$ cat src/pkg/bsc_pkg.sv
`default_nettype none
package bsc_pkg;

  ////////////////////////////////////////////////////////////////////////////
  // register map
  localparam logic [31:0] BSC_GCG_OFFSET = 32'h0021b810;
  localparam int BSC_USB_BIT = 0;
  localparam int BSC_SPARE_LO_BIT = 1;
  localparam int BSC_SPARE_HI_BIT = 2;
  localparam int BSC_DMA_BIT = 3;
  localparam int BSC_ROMF_BIT = 4;
  localparam int BSC_CTRL_W = 5;
  localparam logic [4:0] BSC_CTRL_RESET = 5'h0f;
  localparam logic [1:0] BSC_RESP_OKAY = 2'h0;
  localparam logic [1:0] BSC_RESP_DECERR = 2'h3;

  ////////////////////////////////////////////////////////////////////////////
  // boot select codes
  localparam logic [3:0] BSC_CODE_ROM = 4'h0;
  localparam logic [3:0] BSC_CODE_SF16 = 4'h1;
  localparam logic [3:0] BSC_CODE_SF32 = 4'h2;
  localparam logic [3:0] BSC_CODE_CS8 = 4'h3;
  localparam logic [3:0] BSC_CODE_CS16H = 4'h4;
  localparam logic [3:0] BSC_CODE_CS16L = 4'h5;
  localparam logic [3:0] BSC_CODE_CS32 = 4'h6;
  localparam logic [31:0] BSC_RESET_VECTOR = 32'h00000000;
  localparam logic [31:0] BSC_ALIAS_MASK = 32'h000fffff;
  localparam logic [11:0] BSC_ALIAS_PAGE = 12'h000;
  localparam logic [31:0] BSC_CS0_BASE = 32'h10000000;
  localparam logic [31:0] BSC_SDCS1_BASE = 32'h0c000000;
  localparam logic [31:0] BSC_ROM_BASE = 32'h00400000;
  localparam logic [1:0] BSC_SETTLE = 2'h3;

  ////////////////////////////////////////////////////////////////////////////
  // types
  typedef enum logic [1:0] {
    BSC_TGT_NONE,
    BSC_TGT_ROM,
    BSC_TGT_SDCS1,
    BSC_TGT_CS0
  } bsc_target_t;

  typedef enum logic [1:0] {
    BSC_W8,
    BSC_W16,
    BSC_W32
  } bsc_width_t;

  typedef enum logic [1:0] {
    BSC_LANE_LOW,
    BSC_LANE_HIGH,
    BSC_LANE_ALL
  } bsc_lane_t;

  typedef struct packed {
    bsc_target_t target;
    bsc_width_t width;
    bsc_lane_t lane;
    logic rom_visible;
    logic reserved;
  } bsc_cfg_t;

endpackage
`default_nettype wire

$ cat src/rtl/bsc_boot_clock.sv
// Local design decision: the AXI4-Lite register port.
`timescale 1ns/100ps
`default_nettype none
module bsc_boot_clock
  import bsc_pkg::*;
(
  input wire logic aclk,
  input wire logic aresetn,
  input wire logic [31:0] s_axi_awaddr,
  input wire logic [2:0] s_axi_awprot,
  input wire logic s_axi_awvalid,
  output logic s_axi_awready,
  input wire logic [31:0] s_axi_wdata,
  input wire logic [3:0] s_axi_wstrb,
  input wire logic s_axi_wvalid,
  output logic s_axi_wready,
  output logic [1:0] s_axi_bresp,
  output logic s_axi_bvalid,
  input wire logic s_axi_bready,
  input wire logic [31:0] s_axi_araddr,
  input wire logic [2:0] s_axi_arprot,
  input wire logic s_axi_arvalid,
  output logic s_axi_arready,
  output logic [31:0] s_axi_rdata,
  output logic [1:0] s_axi_rresp,
  output logic s_axi_rvalid,
  input wire logic s_axi_rready,
  input wire logic [3:0] boot_sel,
  input wire logic fetch_valid,
  input wire logic [31:0] fetch_addr,
  output logic usb_device_clock_gate,
  output logic dma_clock_enable,
  output logic [1:0] spare_ctrl,
  output logic boot_rom_clock_force,
  output logic boot_rom_clock_enable,
  output logic boot_valid,
  output logic [3:0] boot_code,
  output bsc_cfg_t boot_cfg,
  output logic [31:0] reset_vector,
  output logic map_valid,
  output logic [31:0] map_addr,
  output bsc_target_t map_target,
  output logic map_blocked
);

  ////////////////////////////////////////////////////////////////////////////
  // decode helpers

  function automatic bsc_cfg_t decode_boot(input logic [3:0] code);
    bsc_cfg_t c;
    c = '{BSC_TGT_NONE, BSC_W32, BSC_LANE_ALL, 1'b0, 1'b0};
    unique case (code)
      BSC_CODE_ROM: begin
        c.target = BSC_TGT_ROM;
        c.rom_visible = 1'b1;
      end
      BSC_CODE_SF16: begin
        c.target = BSC_TGT_SDCS1;
        c.width = BSC_W16;
        c.lane = BSC_LANE_LOW;
      end
      BSC_CODE_SF32: begin
        c.target = BSC_TGT_SDCS1;
      end
      BSC_CODE_CS8: begin
        c.target = BSC_TGT_CS0;
        c.width = BSC_W8;
        c.lane = BSC_LANE_LOW;
      end
      BSC_CODE_CS16H: begin
        c.target = BSC_TGT_CS0;
        c.width = BSC_W16;
        c.lane = BSC_LANE_HIGH;
      end
      BSC_CODE_CS16L: begin
        c.target = BSC_TGT_CS0;
        c.width = BSC_W16;
        c.lane = BSC_LANE_LOW;
      end
      BSC_CODE_CS32: begin
        c.target = BSC_TGT_CS0;
      end
      default: begin
        // 0111 and every code with the top pin high map nothing
        c.reserved = 1'b1;
      end
    endcase
    return c;
  endfunction

  function automatic logic reg_hit(input logic [31:0] addr);
    return addr[31:2] == BSC_GCG_OFFSET[31:2];
  endfunction

  ////////////////////////////////////////////////////////////////////////////
  // boot select capture

  typedef enum logic [1:0] {
    BSC_CAP_SETTLE,
    BSC_CAP_SAMPLE,
    BSC_CAP_HELD
  } bsc_cap_t;

  logic [3:0] sync1;
  logic [3:0] sync2;
  logic [3:0] sync3;
  bsc_cap_t cap_state;
  bsc_cap_t next_cap_state;
  logic [1:0] settle_cnt;
  logic [1:0] next_settle_cnt;
  logic next_boot_valid;
  logic [3:0] next_boot_code;
  bsc_cfg_t next_boot_cfg;

  always_comb begin
    next_cap_state = cap_state;
    next_settle_cnt = settle_cnt;
    next_boot_valid = boot_valid;
    next_boot_code = boot_code;
    next_boot_cfg = boot_cfg;
    unique case (cap_state)
      BSC_CAP_SETTLE: begin
        // chain must be refilled from the pins before any sample counts
        next_settle_cnt = settle_cnt + 2'h1;
        if (settle_cnt == BSC_SETTLE - 2'h1) begin
          next_cap_state = BSC_CAP_SAMPLE;
        end
      end
      BSC_CAP_SAMPLE: begin
        if (sync2 == sync3) begin
          next_boot_code = sync3;
          next_boot_cfg = decode_boot(sync3);
          next_boot_valid = 1'b1;
          next_cap_state = BSC_CAP_HELD;
        end
      end
      BSC_CAP_HELD: begin
        // later pin motion is ignored; the board must not move them
        next_cap_state = BSC_CAP_HELD;
      end
    endcase
  end

  always_ff @(posedge aclk) begin
    if (!aresetn) begin
      sync1 <= 4'h0;
      sync2 <= 4'h0;
      sync3 <= 4'h0;
      cap_state <= BSC_CAP_SETTLE;
      settle_cnt <= 2'h0;
      boot_valid <= 1'b0;
      boot_code <= 4'h0;
      boot_cfg <= '{BSC_TGT_NONE, BSC_W32, BSC_LANE_ALL, 1'b0, 1'b0};
      reset_vector <= BSC_RESET_VECTOR;
    end else begin
      sync1 <= boot_sel;
      sync2 <= sync1;
      sync3 <= sync2;
      cap_state <= next_cap_state;
      settle_cnt <= next_settle_cnt;
      boot_valid <= next_boot_valid;
      boot_code <= next_boot_code;
      boot_cfg <= next_boot_cfg;
      reset_vector <= BSC_RESET_VECTOR;
    end
  end

  ////////////////////////////////////////////////////////////////////////////
  // clock control register and its write channel

  logic [4:0] ctrl;
  logic [4:0] next_ctrl;
  logic aw_full;
  logic next_aw_full;
  logic [31:0] aw_addr;
  logic [31:0] next_aw_addr;
  logic w_full;
  logic next_w_full;
  logic [31:0] w_data;
  logic [31:0] next_w_data;
  logic [3:0] w_strb;
  logic [3:0] next_w_strb;
  logic next_bvalid;
  logic [1:0] next_bresp;

  always_comb begin
    next_ctrl = ctrl;
    next_aw_full = aw_full;
    next_aw_addr = aw_addr;
    next_w_full = w_full;
    next_w_data = w_data;
    next_w_strb = w_strb;
    next_bvalid = s_axi_bvalid;
    next_bresp = s_axi_bresp;
    if (s_axi_awvalid && s_axi_awready) begin
      next_aw_full = 1'b1;
      next_aw_addr = s_axi_awaddr;
    end
    if (s_axi_wvalid && s_axi_wready) begin
      next_w_full = 1'b1;
      next_w_data = s_axi_wdata;
      next_w_strb = s_axi_wstrb;
    end
    if (s_axi_bvalid && s_axi_bready) begin
      next_bvalid = 1'b0;
    end
    if (aw_full && w_full && !s_axi_bvalid) begin
      next_aw_full = 1'b0;
      next_w_full = 1'b0;
      next_bvalid = 1'b1;
      if (reg_hit(aw_addr)) begin
        next_bresp = BSC_RESP_OKAY;
        // only lane 0 holds live bits; upper bits have no storage
        if (w_strb[0]) begin
          next_ctrl = w_data[BSC_CTRL_W-1:0];
        end
      end else begin
        next_bresp = BSC_RESP_DECERR;
      end
    end
  end

  always_ff @(posedge aclk) begin
    if (!aresetn) begin
      ctrl <= BSC_CTRL_RESET;
      aw_full <= 1'b0;
      aw_addr <= 32'h00000000;
      w_full <= 1'b0;
      w_data <= 32'h00000000;
      w_strb <= 4'h0;
      s_axi_bvalid <= 1'b0;
      s_axi_bresp <= BSC_RESP_OKAY;
      s_axi_awready <= 1'b0;
      s_axi_wready <= 1'b0;
    end else begin
      ctrl <= next_ctrl;
      aw_full <= next_aw_full;
      aw_addr <= next_aw_addr;
      w_full <= next_w_full;
      w_data <= next_w_data;
      w_strb <= next_w_strb;
      s_axi_bvalid <= next_bvalid;
      s_axi_bresp <= next_bresp;
      s_axi_awready <= !next_aw_full && !next_bvalid;
      s_axi_wready <= !next_w_full && !next_bvalid;
    end
  end

  ////////////////////////////////////////////////////////////////////////////
  // read channel

  logic next_rvalid;
  logic [31:0] next_rdata;
  logic [1:0] next_rresp;

  always_comb begin
    next_rvalid = s_axi_rvalid;
    next_rdata = s_axi_rdata;
    next_rresp = s_axi_rresp;
    if (s_axi_rvalid && s_axi_rready) begin
      next_rvalid = 1'b0;
    end
    if (s_axi_arvalid && s_axi_arready) begin
      next_rvalid = 1'b1;
      if (reg_hit(s_axi_araddr)) begin
        next_rdata = {27'h0, ctrl};
        next_rresp = BSC_RESP_OKAY;
      end else begin
        next_rdata = 32'h00000000;
        next_rresp = BSC_RESP_DECERR;
      end
    end
  end

  always_ff @(posedge aclk) begin
    if (!aresetn) begin
      s_axi_rvalid <= 1'b0;
      s_axi_rdata <= 32'h00000000;
      s_axi_rresp <= BSC_RESP_OKAY;
      s_axi_arready <= 1'b0;
    end else begin
      s_axi_rvalid <= next_rvalid;
      s_axi_rdata <= next_rdata;
      s_axi_rresp <= next_rresp;
      s_axi_arready <= !next_rvalid;
    end
  end

  ////////////////////////////////////////////////////////////////////////////
  // clock enables, registered so the gate cells see clean levels

  always_ff @(posedge aclk) begin
    if (!aresetn) begin
      usb_device_clock_gate <= 1'b1;
      dma_clock_enable <= 1'b1;
      spare_ctrl <= 2'h3;
      boot_rom_clock_force <= 1'b0;
      boot_rom_clock_enable <= 1'b0;
    end else begin
      usb_device_clock_gate <= next_ctrl[BSC_USB_BIT];
      dma_clock_enable <= next_ctrl[BSC_DMA_BIT];
      spare_ctrl <= next_ctrl[BSC_SPARE_HI_BIT:BSC_SPARE_LO_BIT];
      boot_rom_clock_force <= next_ctrl[BSC_ROMF_BIT];
      boot_rom_clock_enable <= next_ctrl[BSC_ROMF_BIT] ||
        next_boot_cfg.rom_visible;
    end
  end

  ////////////////////////////////////////////////////////////////////////////
  // low megabyte alias; one cycle of latency on the fetch path

  logic next_map_valid;
  logic [31:0] next_map_addr;
  bsc_target_t next_map_target;
  logic next_map_blocked;
  logic low_page;

  always_comb begin
    low_page = fetch_addr[31:20] == BSC_ALIAS_PAGE;
    next_map_valid = fetch_valid;
    next_map_addr = fetch_addr;
    next_map_target = BSC_TGT_NONE;
    next_map_blocked = 1'b0;
    if (fetch_valid && boot_valid) begin
      if (low_page) begin
        next_map_target = boot_cfg.target;
        unique case (boot_cfg.target)
          BSC_TGT_ROM: begin
            next_map_addr = BSC_ROM_BASE | (fetch_addr & BSC_ALIAS_MASK);
          end
          BSC_TGT_SDCS1: begin
            next_map_addr = BSC_SDCS1_BASE | (fetch_addr & BSC_ALIAS_MASK);
          end
          BSC_TGT_CS0: begin
            next_map_addr = BSC_CS0_BASE | (fetch_addr & BSC_ALIAS_MASK);
          end
          BSC_TGT_NONE: begin
            next_map_blocked = 1'b1;
          end
        endcase
      end else if (fetch_addr[31:20] == BSC_ROM_BASE[31:20] &&
                   !boot_cfg.rom_visible) begin
        next_map_blocked = 1'b1;
      end
    end else if (fetch_valid) begin
      // nothing is decoded before the pins are captured
      next_map_blocked = 1'b1;
    end
  end

  always_ff @(posedge aclk) begin
    if (!aresetn) begin
      map_valid <= 1'b0;
      map_addr <= 32'h00000000;
      map_target <= BSC_TGT_NONE;
      map_blocked <= 1'b0;
    end else begin
      map_valid <= next_map_valid;
      map_addr <= next_map_addr;
      map_target <= next_map_target;
      map_blocked <= next_map_blocked;
    end
  end

endmodule
`default_nettype wire

$ cat config.mk
export PLATFORM = sky130hd
export DESIGN_NAME = bsc_boot_clock
export DESIGN_NICKNAME = d
export VERILOG_FILES = /design/src/pkg/bsc_pkg.sv /design/src/rtl/bsc_boot_clock.sv
export SDC_FILE = /design/constraint.sdc
export NUM_CORES = 1
export LEC_CHECK = 0
export BUFFER_PORTS_ARGS = -buffer_cell sky130_fd_sc_hd__buf_2
export CAP_MARGIN = 5
export CELL_PAD_IN_SITES_DETAIL_PLACEMENT = 1
export CELL_PAD_IN_SITES_GLOBAL_PLACEMENT = 1
export CORE_MARGIN = 4
export CORE_UTILIZATION = 27
export CTS_CLUSTER_SIZE = 8
export DETAILED_ROUTE_END_ITERATION = 6
export PLACE_DENSITY_LB_ADDON = 0.08
export SLEW_MARGIN = 20
export SYNTH_ARGS = -nofsm -noshare
export SYNTH_HDL_FRONTEND = slang
export SYNTH_SLANG_ARGS = --single-unit
$ cat constraint.sdc
create_clock -name aclk -period 1.9 [get_ports aclk]
set_input_delay 0 -clock aclk [delete_from_list [all_inputs] [get_ports aclk]]
set_output_delay 0 -clock aclk [all_outputs]
set_load 0.05 [all_outputs]
# Word level (Yosys, flattened, before mapping)
# Cells that the tools add are included.
[word_totals] memories=0 ff_bits=157 ram_bits=0 rom_bits=0 inputBits=150 latchBits=0 out_inout_bits=128
[classes] n_eq_ne=18 multipliers=0 reduce_logical=29 mux=31 n_bitwise=0 add_sub_neg=1 div=0 magnitude_cmp=0 shifts=0
[ops] op="$pmux W32 S3" n=1
[ops] op="$mux W32" n=2
[ops] op="$eq A30 B20 Y1 const B" n=2
[ops] op="$mux W5" n=4
[ops] op="$mux W1" n=15
[ops] op="$eq A12 B3 Y1 const B" n=1
[ops] op="$eq A4 B3 Y1 const B" n=3
[ops] op="$logic_not A12 Y1" n=1
[ops] op="$mux W2" n=6
[ops] op="$pmux W2 S3" n=2
[ops] op="$pmux W4 S3" n=1
[ops] op="$logic_and A1 B1 Y1" n=11
[ops] op="$eq A2 B2 Y1 const B" n=4
[ops] op="$eq A4 B2 Y1 const B" n=2
[ops] op="$reduce_or A7 Y1" n=1
[ops] op="$logic_not A1 Y1" n=6
[ops] op="$eq A2 B1 Y1 const B" n=2
[ops] op="$eq A4 B1 Y1 const B" n=1
[ops] op="$eq A4 B4 Y1" n=1
[ops] op="$logic_not A2 Y1" n=2
[ops] op="$logic_not A4 Y1" n=1
[ops] op="$ne A2 B2 Y1 const B" n=2
[ops] op="$reduce_and A2 Y1" n=2
[ops] op="$reduce_or A2 Y1" n=2
[ops] op="4 further kinds" n=4

# Depth between registers and ports, before layout
# Gate-level depths: netlist of run 1.
[depth] depth_word=6 depth_mapped=7 ltp_nobuf=6

# Worst setup path after synthesis of run 1
# Ideal clock, no wire load.
[synth_timing] kind="reg-to-reg" startpoint="reg s_axi_arready" endpoint="reg s_axi_rdata[0]" setup_slack_ns=-0.110 setup_time_ns=0.066 stages_incl_launch_ff=6 t_arrival_ns=1.944 synth_period_minus_slack_ns=2.010 path_cell_list="dfxtp_1 -> nand2_1 -> or4_1 -> nor3_1 -> a22oi_1 -> nor2_1"
[synth_between] elab_chain_len=1
[synth_rtl] item="start, declared" line_no="bsc_boot_clock.sv:23" text="output logic s_axi_arready,"
[synth_rtl] item="start signal, assigned" line_no="bsc_boot_clock.sv:285" text="s_axi_arready <= !next_rvalid;"
[synth_rtl] item="$logic_and A1 B1 Y1" line_no="bsc_boot_clock.sv:263" text="if (s_axi_arvalid && s_axi_arready) begin"
[synth_rtl] item="end signal, assigned" line_no="bsc_boot_clock.sv:283" text="s_axi_rdata <= next_rdata;"
[synth_rtl] item="end, declared" line_no="bsc_boot_clock.sv:24" text="output logic [31:0] s_axi_rdata,"
# Every way passes these cells.
# A chain may end at the register's enable or synchronous reset.

# Worst setup path in the final report of run 1
[layout_timing] startpoint="reg aw_addr[17]" endpoint="reg ctrl[3]"
[layout_between] elab_chain_len=3
[layout_rtl] item="start, declared" line_no="bsc_boot_clock.sv:175" text="logic [31:0] aw_addr;"
[layout_rtl] item="start signal, assigned" line_no="bsc_boot_clock.sv:238" text="aw_addr <= next_aw_addr;"
[layout_rtl] item="$eq A30 B20 Y1" line_no="bsc_boot_clock.sv:92" text="return addr[31:2] == BSC_GCG_OFFSET[31:2];"
[layout_rtl] item="$mux W5" line_no="bsc_boot_clock.sv:211" text="if (reg_hit(aw_addr)) begin"
[layout_rtl] item="$mux W5" line_no="bsc_boot_clock.sv:207" text="if (aw_full && w_full && !s_axi_bvalid) begin"
[layout_rtl] item="end signal, assigned" line_no="bsc_boot_clock.sv:236" text="ctrl <= next_ctrl;"
[layout_rtl] item="end, declared" line_no="bsc_boot_clock.sv:171" text="logic [4:0] ctrl;"
# Every way passes these cells.

==> results.py, run 1 <==
metrics = {
    "clock_tree": {
        "clk_latency_ns": 0.41,
        "numCtsBuffers": 17,
        "cts_buffer_depth": 2,
        "clock_sinks": 120,
        "clk_pin_slew_ns": 0.06,
        "htree_num_levels": 4,
        "cts_tree": "yes",
        "post_cts_buffers": 0,
        "clockRootBuffer": "clkbuf_16",
    },
    "grt": {
        "grt_pass1_vias": 4548,
        "met1_usage": 0.162,
        "grt.busiest_layer": "met2",
        "grt_usage": 0.141,
        "grt_first_pass_wirelength_microns": 22300,
        "grt_use_met2": 0.242,
        "grt_max_degree": 56,
        "gr-total-overflow": 0,
        "grtUsageMet3": 0.0483,
        "antenna_found_initial": 0,
    },
    "sta": {
        "worst_clock_skew_ns": 0.00850,
        "tightest_slew_ns": 0.555,
        "setup-tns-final_ns": 0,
        "fmax_mhz": 584,
        "fin_crit_ns": 1.71,
        "finalMaxSlewViolations": 0,
        "maxSlewHeadroom": 0.629,
        "hold_violations": 0,
        "period_share": 0.902,
        "rsz0062_at_grt": "false",
        "setup_viol": 0,
        "timing.final.ws_setup_ns": 0.187,
    },
    "placement": {
        "pre_cts_ws_ns": 0.124,
        "dp.cells": 892,
        "place.gp.congestion": 0.790,
        "hpwl_microns": 9690,
        "io_buffer_count": 178,
    },
    "die": {
        "die_y_microns": 139,
        "start_util": 0.277,
        "core_area_sq_um": 16600,
        "pin_count": 278,
        "die_x_microns": 139,
        "row_count": 47,
        "die_area_sq_um": 19300,
    },
    "route": {
        "drt_iter0_drc": 108,
        "antenna_left": 0,
        "via_per_inst": 4.24,
        "post-route-drc-count": 0,
        "vias": 4277,
        "dr.pass1.iters": 4,
        "wl_per_cell_microns": 13.7,
        "wl_microns": 13800,
    },
    "synth": {
        "async_flop_share": 0,
        "syn_area_sq_um": 4620,
        "synth.most_common_cell": "dfxtp_1",
        "synth_seq_cells": 120,
        "syn_inst": 509,
        "yosys_warnings": 0,
        "yosysSeqAreaShare": 0.520,
        "synth_edf_count": 0,
        "synth_top_area_share": 0.520,
        "syn_area_per_cell_sq_um": 9.07,
        "ys.flop_type": "dfxtp_1",
        "synth_area_leaders": "dfxtp_1 (52%), buf_4 (10%), nand2_1 (6.9%)",
        "synth_cell_type_count": 45,
        "synthTopCellsByCount": "dfxtp_1 (120), nand2_1 (85), buf_4 (62)",
        "yosys.area.top_type": "dfxtp_1",
    },
    "worst_setup_path": {
        "crit_slowest_cell": "nor4b_1",
        "path_max_fanout": 5,
        "rrSetupSlack_ns": 0.19,
        "startpoint_type": "flip-flop",
        "r2r-start": "aw_addr[17]$_SDFFE_PN0P_",
        "worstSetupEndpointType": "flip-flop",
        "crit_arrival_ns": 1.99,
        "cp_slowest_stage_delay_ns": 0.37,
        "critPathKind": "flip-flop to flip-flop",
        "crit_chain": "nor4b_1, nand4_1, nor3_2, buf_4, mux2i_1, nand2_1",
        "timing.rr.end": "ctrl[3]$_SDFFE_PN1P_",
        "required_ns": 2.17,
        "r2r_cells": 6,
    },
    "run_status": {
        "status": "finished, final reports clean",
    },
    "finish": {
        "nets": 927,
        "fin_cells": 1008,
        "syn_to_final_growth_pct": 51.3,
        "num-fill-cells": 1982,
        "drive_above_1_share": 0.295,
    },
    "power_and_ir_drop": {
        "power_leakage_nw": 3.16,
        "vdd_ir_drop_max_mv": 0.642,
        "power_density_nw_per_um2": 1030,
    },
    "worst_hold_path": {
        "min_to": "aw_addr[10]$_SDFFE_PN0P_",
        "holdCritStartpoint": "s_axi_awvalid",
        "hold_class": "input port to flip-flop",
        "holdPathStages": 4,
    },
    "run": {
        "cap_violations": 0,
    },
}
[worst max-delay path: cells and delay by family, from the launching register on]
family / cells / cell delay, ns
buffers and inverters: 1 / 0.18
AND/OR/NAND/NOR: 4 / 0.89
multiplexers: 1 / 0.19
flip-flops: 1 / 0.31
[routing by layer]
metal  up-vias  wire length (microns)  part of all wire
met1      1990                   5990              0.43
met5         -                      0                 0
met2       165                   6670              0.48
li1       2105                      -                 -
met4         0                    204             0.015
met3        17                    967             0.070
[per-stage QoR]
| stage | util | cell area (sq um) | hold WS [ns] | total power [mW] |
|---|---|---|---|---|
| final | 0.420 | 6980 | 0.0618 | 7.17 |
| after floorplan | - | 4830 | 0.109 | 3.77 |
| after global placement | 0.334 | 5560 | 0.206 | 3.98 |
| after detailed placement | 0.334 | 5560 | 0.212 | 4.01 |
| after global routing | 0.419 | 6980 | 0.0847 | 7.49 |
| after CTS | 0.419 | 6970 | 0.0279 | 7.28 |
[timing repair]
| item | in CTS | in global routing |
|---|---|---|
| hold buffers | 83 | 0 |
| hold endpoints to repair | 83 | 0 |
| setup endpoints to repair | 0 | 6 |
| resized for setup | 0 | 2 |
[flip-flops by register name, indices dropped and copies added, names as in the netlist, 2 cells and up]
| register | count |
|---|---|
| aw_addr | 30 |
| sync1 | 4 |
| ctrl | 5 |
| cap_state | 2 |
| sync3 | 4 |
| boot_code | 4 |
| map_addr | 32 |
| settle_cnt | 2 |
| w_data | 5 |
| s_axi_rdata | 5 |
| sync2 | 4 |
| map_target | 2 |
| boot_cfg | 7 |
[where the power goes]
| group | total, mW | switching, mW | internal [mW] | leakage (nW) |
|---|---|---|---|---|
| clock network | 3.09 | 1.16 | 1.93 | 0.267 |
| registers | 2.76 | 0.0856 | 2.67 | 0.985 |
| logic | 1.32 | 0.879 | 0.446 | 1.91 |
[cells by family after synthesis]
logic type | synth area share
other | 0.000812
adders and majority gates | 0.00813
xor gates and xnor gates | 0.0114
buffers and inverters | 0.131
and+or+nand+nor | 0.226
DFF | 0.520
AOI/OAI and AO/OA | 0.0848
muxes | 0.0173
[how the worst max path moves through the flow]
stage	startpoint	to	slack [ns]	cells after the start
detailed placement	aw_addr[22]$_SDFFE_PN0P_	ctrl[2]$_SDFFE_PN1P_	0.12	6
CTS	aw_addr[22]$_SDFFE_PN0P_	ctrl[3]$_SDFFE_PN1P_	0.11	6
floorplan	s_axi_arready$_SDFF_PN0_	s_axi_rdata[0]$_SDFFE_PN0P_	0.10	5
global placement	aw_addr[19]$_SDFFE_PN0P_	ctrl[1]$_SDFFE_PN1P_	0.16	6
finish	aw_addr[17]$_SDFFE_PN0P_	ctrl[3]$_SDFFE_PN1P_	0.19	6
global route	aw_addr[17]$_SDFFE_PN0P_	ctrl[3]$_SDFFE_PN1P_	0.02	6
[final cells by class]
cell class,count,area (sq um),share of cell area
Clock buffer,22,484,0.0693
Clock inverter,10,93.8,0.0134
Tap cell,220,275,0.0394
Sequential cell,120,2400,0.344
Inverter,9,33.8,0.00484
Timing Repair Buffer,275,1850,0.265
Multi-Input combinational cell,351,1840,0.263
Antenna cell,1,2.50,0.000358
[layout by cell type (no fill, tap or decap), drive strengths merged, types with 6 or more instances in the layout]
master         n
a21oi         53
nand4          6
conb          59
dlygate4sd3   83
nor4          10
buf          192
and2          41
inv           10
nor3           7
nor2          18
clkinvlp       6
nand2         86
nor4b          6
nand3         12
clkbuf        22
dfxtp        120
mux2i          8
(Power assumes the default switching activity.)
==> run 2, diff against run 1 <==
- PLACE_DENSITY_LB_ADDON: 0.08 -> 0.1
- REMOVE_ABC_BUFFERS: unset -> 1
==> results.py, run 2 (synthesis results as in run 1) <==
metrics = {
    "run_status": {
        "status": "finished, final reports clean",
    },
    "clock_tree": {
        "clk_pin_slew_ns": 0.06,
        "clk_latency_ns": 0.41,
        "post_cts_buffers": 0,
        "cts_buffer_depth": 2,
        "htree_num_levels": 4,
        "clockRootBuffer": "clkbuf_16",
        "cts_tree": "yes",
        "ctsResizeCount": 0,
        "clock_sinks": 120,
        "numCtsBuffers": 17,
        "ctsHoldBuffers": 84,
    },
    "finish": {
        "reg_top3": "map_addr: 32 flops, aw_addr: 30 flops, boot_cfg: 7 flops",
        "regMostFlops": "map_addr",
        "drive_above_1_share": 0.292,
        "num-fill-cells": 1973,
        "fin_util": 0.422,
        "syn_to_final_growth_pct": 52.2,
        "final_common_cell": "buf_2",
        "final_area_sq_um": 7020,
        "layout_common_cells": "buf_2 (178), dfxtp_1 (120), nand2_1 (85)",
        "largest_reg_flops": 32,
        "diodes": 0,
        "nets": 928,
    },
    "sta": {
        "finalMaxSlewViolations": 0,
        "worst_clock_skew_ns": 0.00608,
        "setup-tns-final_ns": 0,
        "rsz0062_at_grt": "false",
        "hold_violations": 0,
        "setup_viol": 0,
        "period_share": 0.910,
        "fin_crit_ns": 1.73,
        "fmax_mhz": 578,
    },
    "power_and_ir_drop": {
        "vdd_ir_drop_max_mv": 0.642,
        "p_total_mw": 7.49,
        "power_density_nw_per_um2": 1070,
        "power_leakage_nw": 3.20,
    },
    "route": {
        "wl_per_cell_microns": 13.5,
        "dr.pass1.iters": 4,
        "via_per_inst": 4.18,
        "drt_iter0_drc": 87,
        "wl_microns": 13600,
        "post-route-drc-count": 0,
        "vias": 4211,
        "antenna_left": 0,
    },
    "die": {
        "die_y_microns": 139,
        "core_area_sq_um": 16600,
        "die_area_sq_um": 19300,
        "row_count": 47,
        "pin_count": 278,
        "die_x_microns": 139,
        "start_util": 0.277,
    },
    "worst_setup_path": {
        "cp_slowest_stage_delay_ns": 0.51,
        "r2r-start": "sync3[3]$_SDFF_PN0_",
        "required_ns": 2.24,
        "r2r_cells": 5,
        "timing.rr.end": "boot_cfg[4]$_SDFFE_PN0P_",
        "rrSetupSlack_ns": 0.17,
        "crit_arrival_ns": 2.07,
        "crit_slowest_cell": "or4_1",
        "crit_chain": "xor2_1, nor4_4, nand2_2, or4_1, a21oi_1",
        "path_max_fanout": 10,
        "startpoint_type": "flip-flop",
        "worstSetupEndpointType": "flip-flop",
        "critPathKind": "flip-flop to flip-flop",
    },
    "placement": {
        "hpwl_microns": 9790,
        "dpl_cell_area_sq_um": 5550,
        "place.gp.congestion": 0.773,
        "io_buffer_count": 178,
    },
    "grt": {
        "grt_usage": 0.141,
        "grt_first_pass_wirelength_microns": 22200,
        "antenna_found_initial": 0,
        "gr-total-overflow": 0,
        "grt_pass1_vias": 4473,
        "grt_max_degree": 38,
    },
    "worst_hold_path": {
        "holdPathStages": 5,
        "hold_class": "input port to flip-flop",
        "min_to": "s_axi_rresp[0]$_SDFFE_PN0P_",
        "holdCritStartpoint": "s_axi_araddr[17]",
    },
    "run": {
        "cap_violations": 0,
    },
}
[run 2: cell count changes in the layout (fill, tap and decap cells not counted), moves of 3 or more]
cell	delta
clkinv_4	+4
clkinvlp_4	-4
bufinv_16	+3
clkbuf_8	-3
[run 2: area by class of cell]
type / instances / area (sq um) / area share
sequential: 120 / 2400 / 0.342
timing repair buffer: 276 / 1850 / 0.263
multi-input combinational: 351 / 1830 / 0.260
clock buffer: 18 / 439 / 0.0625
tap: 220 / 275 / 0.0392
clock inverter: 14 / 198 / 0.0281
inverter: 9 / 33.8 / 0.00481
[run 2: layer usage]
layer | global-route usage | up-vias | share of wire
li1 | - | 2115 | -
met1 | 0.156 | 1928 | 0.41
met2 | 0.256 | 148 | 0.52
met3 | 0.0455 | 20 | 0.060
met4 | 0.0474 | 0 | 0.014
met5 | 0 | - | 0
[run 2: worst max-delay path: cells and delay by family, from the launching register on]
kind / cells / cell delay (ns)
AO/OA/AOI/OAI: 1 / 0.16
XOR/XNOR: 1 / 0.18
flip-flops: 1 / 0.32
AND/OR/NAND/NOR: 3 / 1.01
[run 2: worst max-delay path by stage]
stage	from	endpoint	slack (ns)	cells after the start
3_3_place_gp	sync3[3]$_SDFF_PN0_	boot_cfg[4]$_SDFFE_PN0P_	0.20	5
5_1_grt	sync3[3]$_SDFF_PN0_	boot_cfg[4]$_SDFFE_PN0P_	0.02	5
2_1_floorplan	s_axi_arready$_SDFF_PN0_	s_axi_rdata[0]$_SDFFE_PN0P_	-0.11	5
4_1_cts	sync3[3]$_SDFF_PN0_	boot_cfg[4]$_SDFFE_PN0P_	0.15	5
3_5_place_dp	sync3[3]$_SDFF_PN0_	boot_cfg[4]$_SDFFE_PN0P_	0.17	5
6_report	sync3[3]$_SDFF_PN0_	boot_cfg[4]$_SDFFE_PN0P_	0.17	5
[run 2: metrics by stage]
stage / instances / setup WS, ns / hold slack, ns
6_report: 1008 / 0.171 / 0.129
5_1_grt: 1008 / 0.0238 / 0.161
4_1_cts: 1008 / 0.152 / 0.110
3_5_place_dp: 892 / 0.168 / 0.211
3_3_place_gp: 892 / 0.196 / 0.206
2_1_floorplan: 480 / -0.114 / 0.0619
[run 2: power breakdown]
part / internal, mW / switching, mW / total [mW]
Sequential: 2.67 / 0.0832 / 2.75
Clock: 2.24 / 1.18 / 3.42
Combinational: 0.439 / 0.877 / 1.32
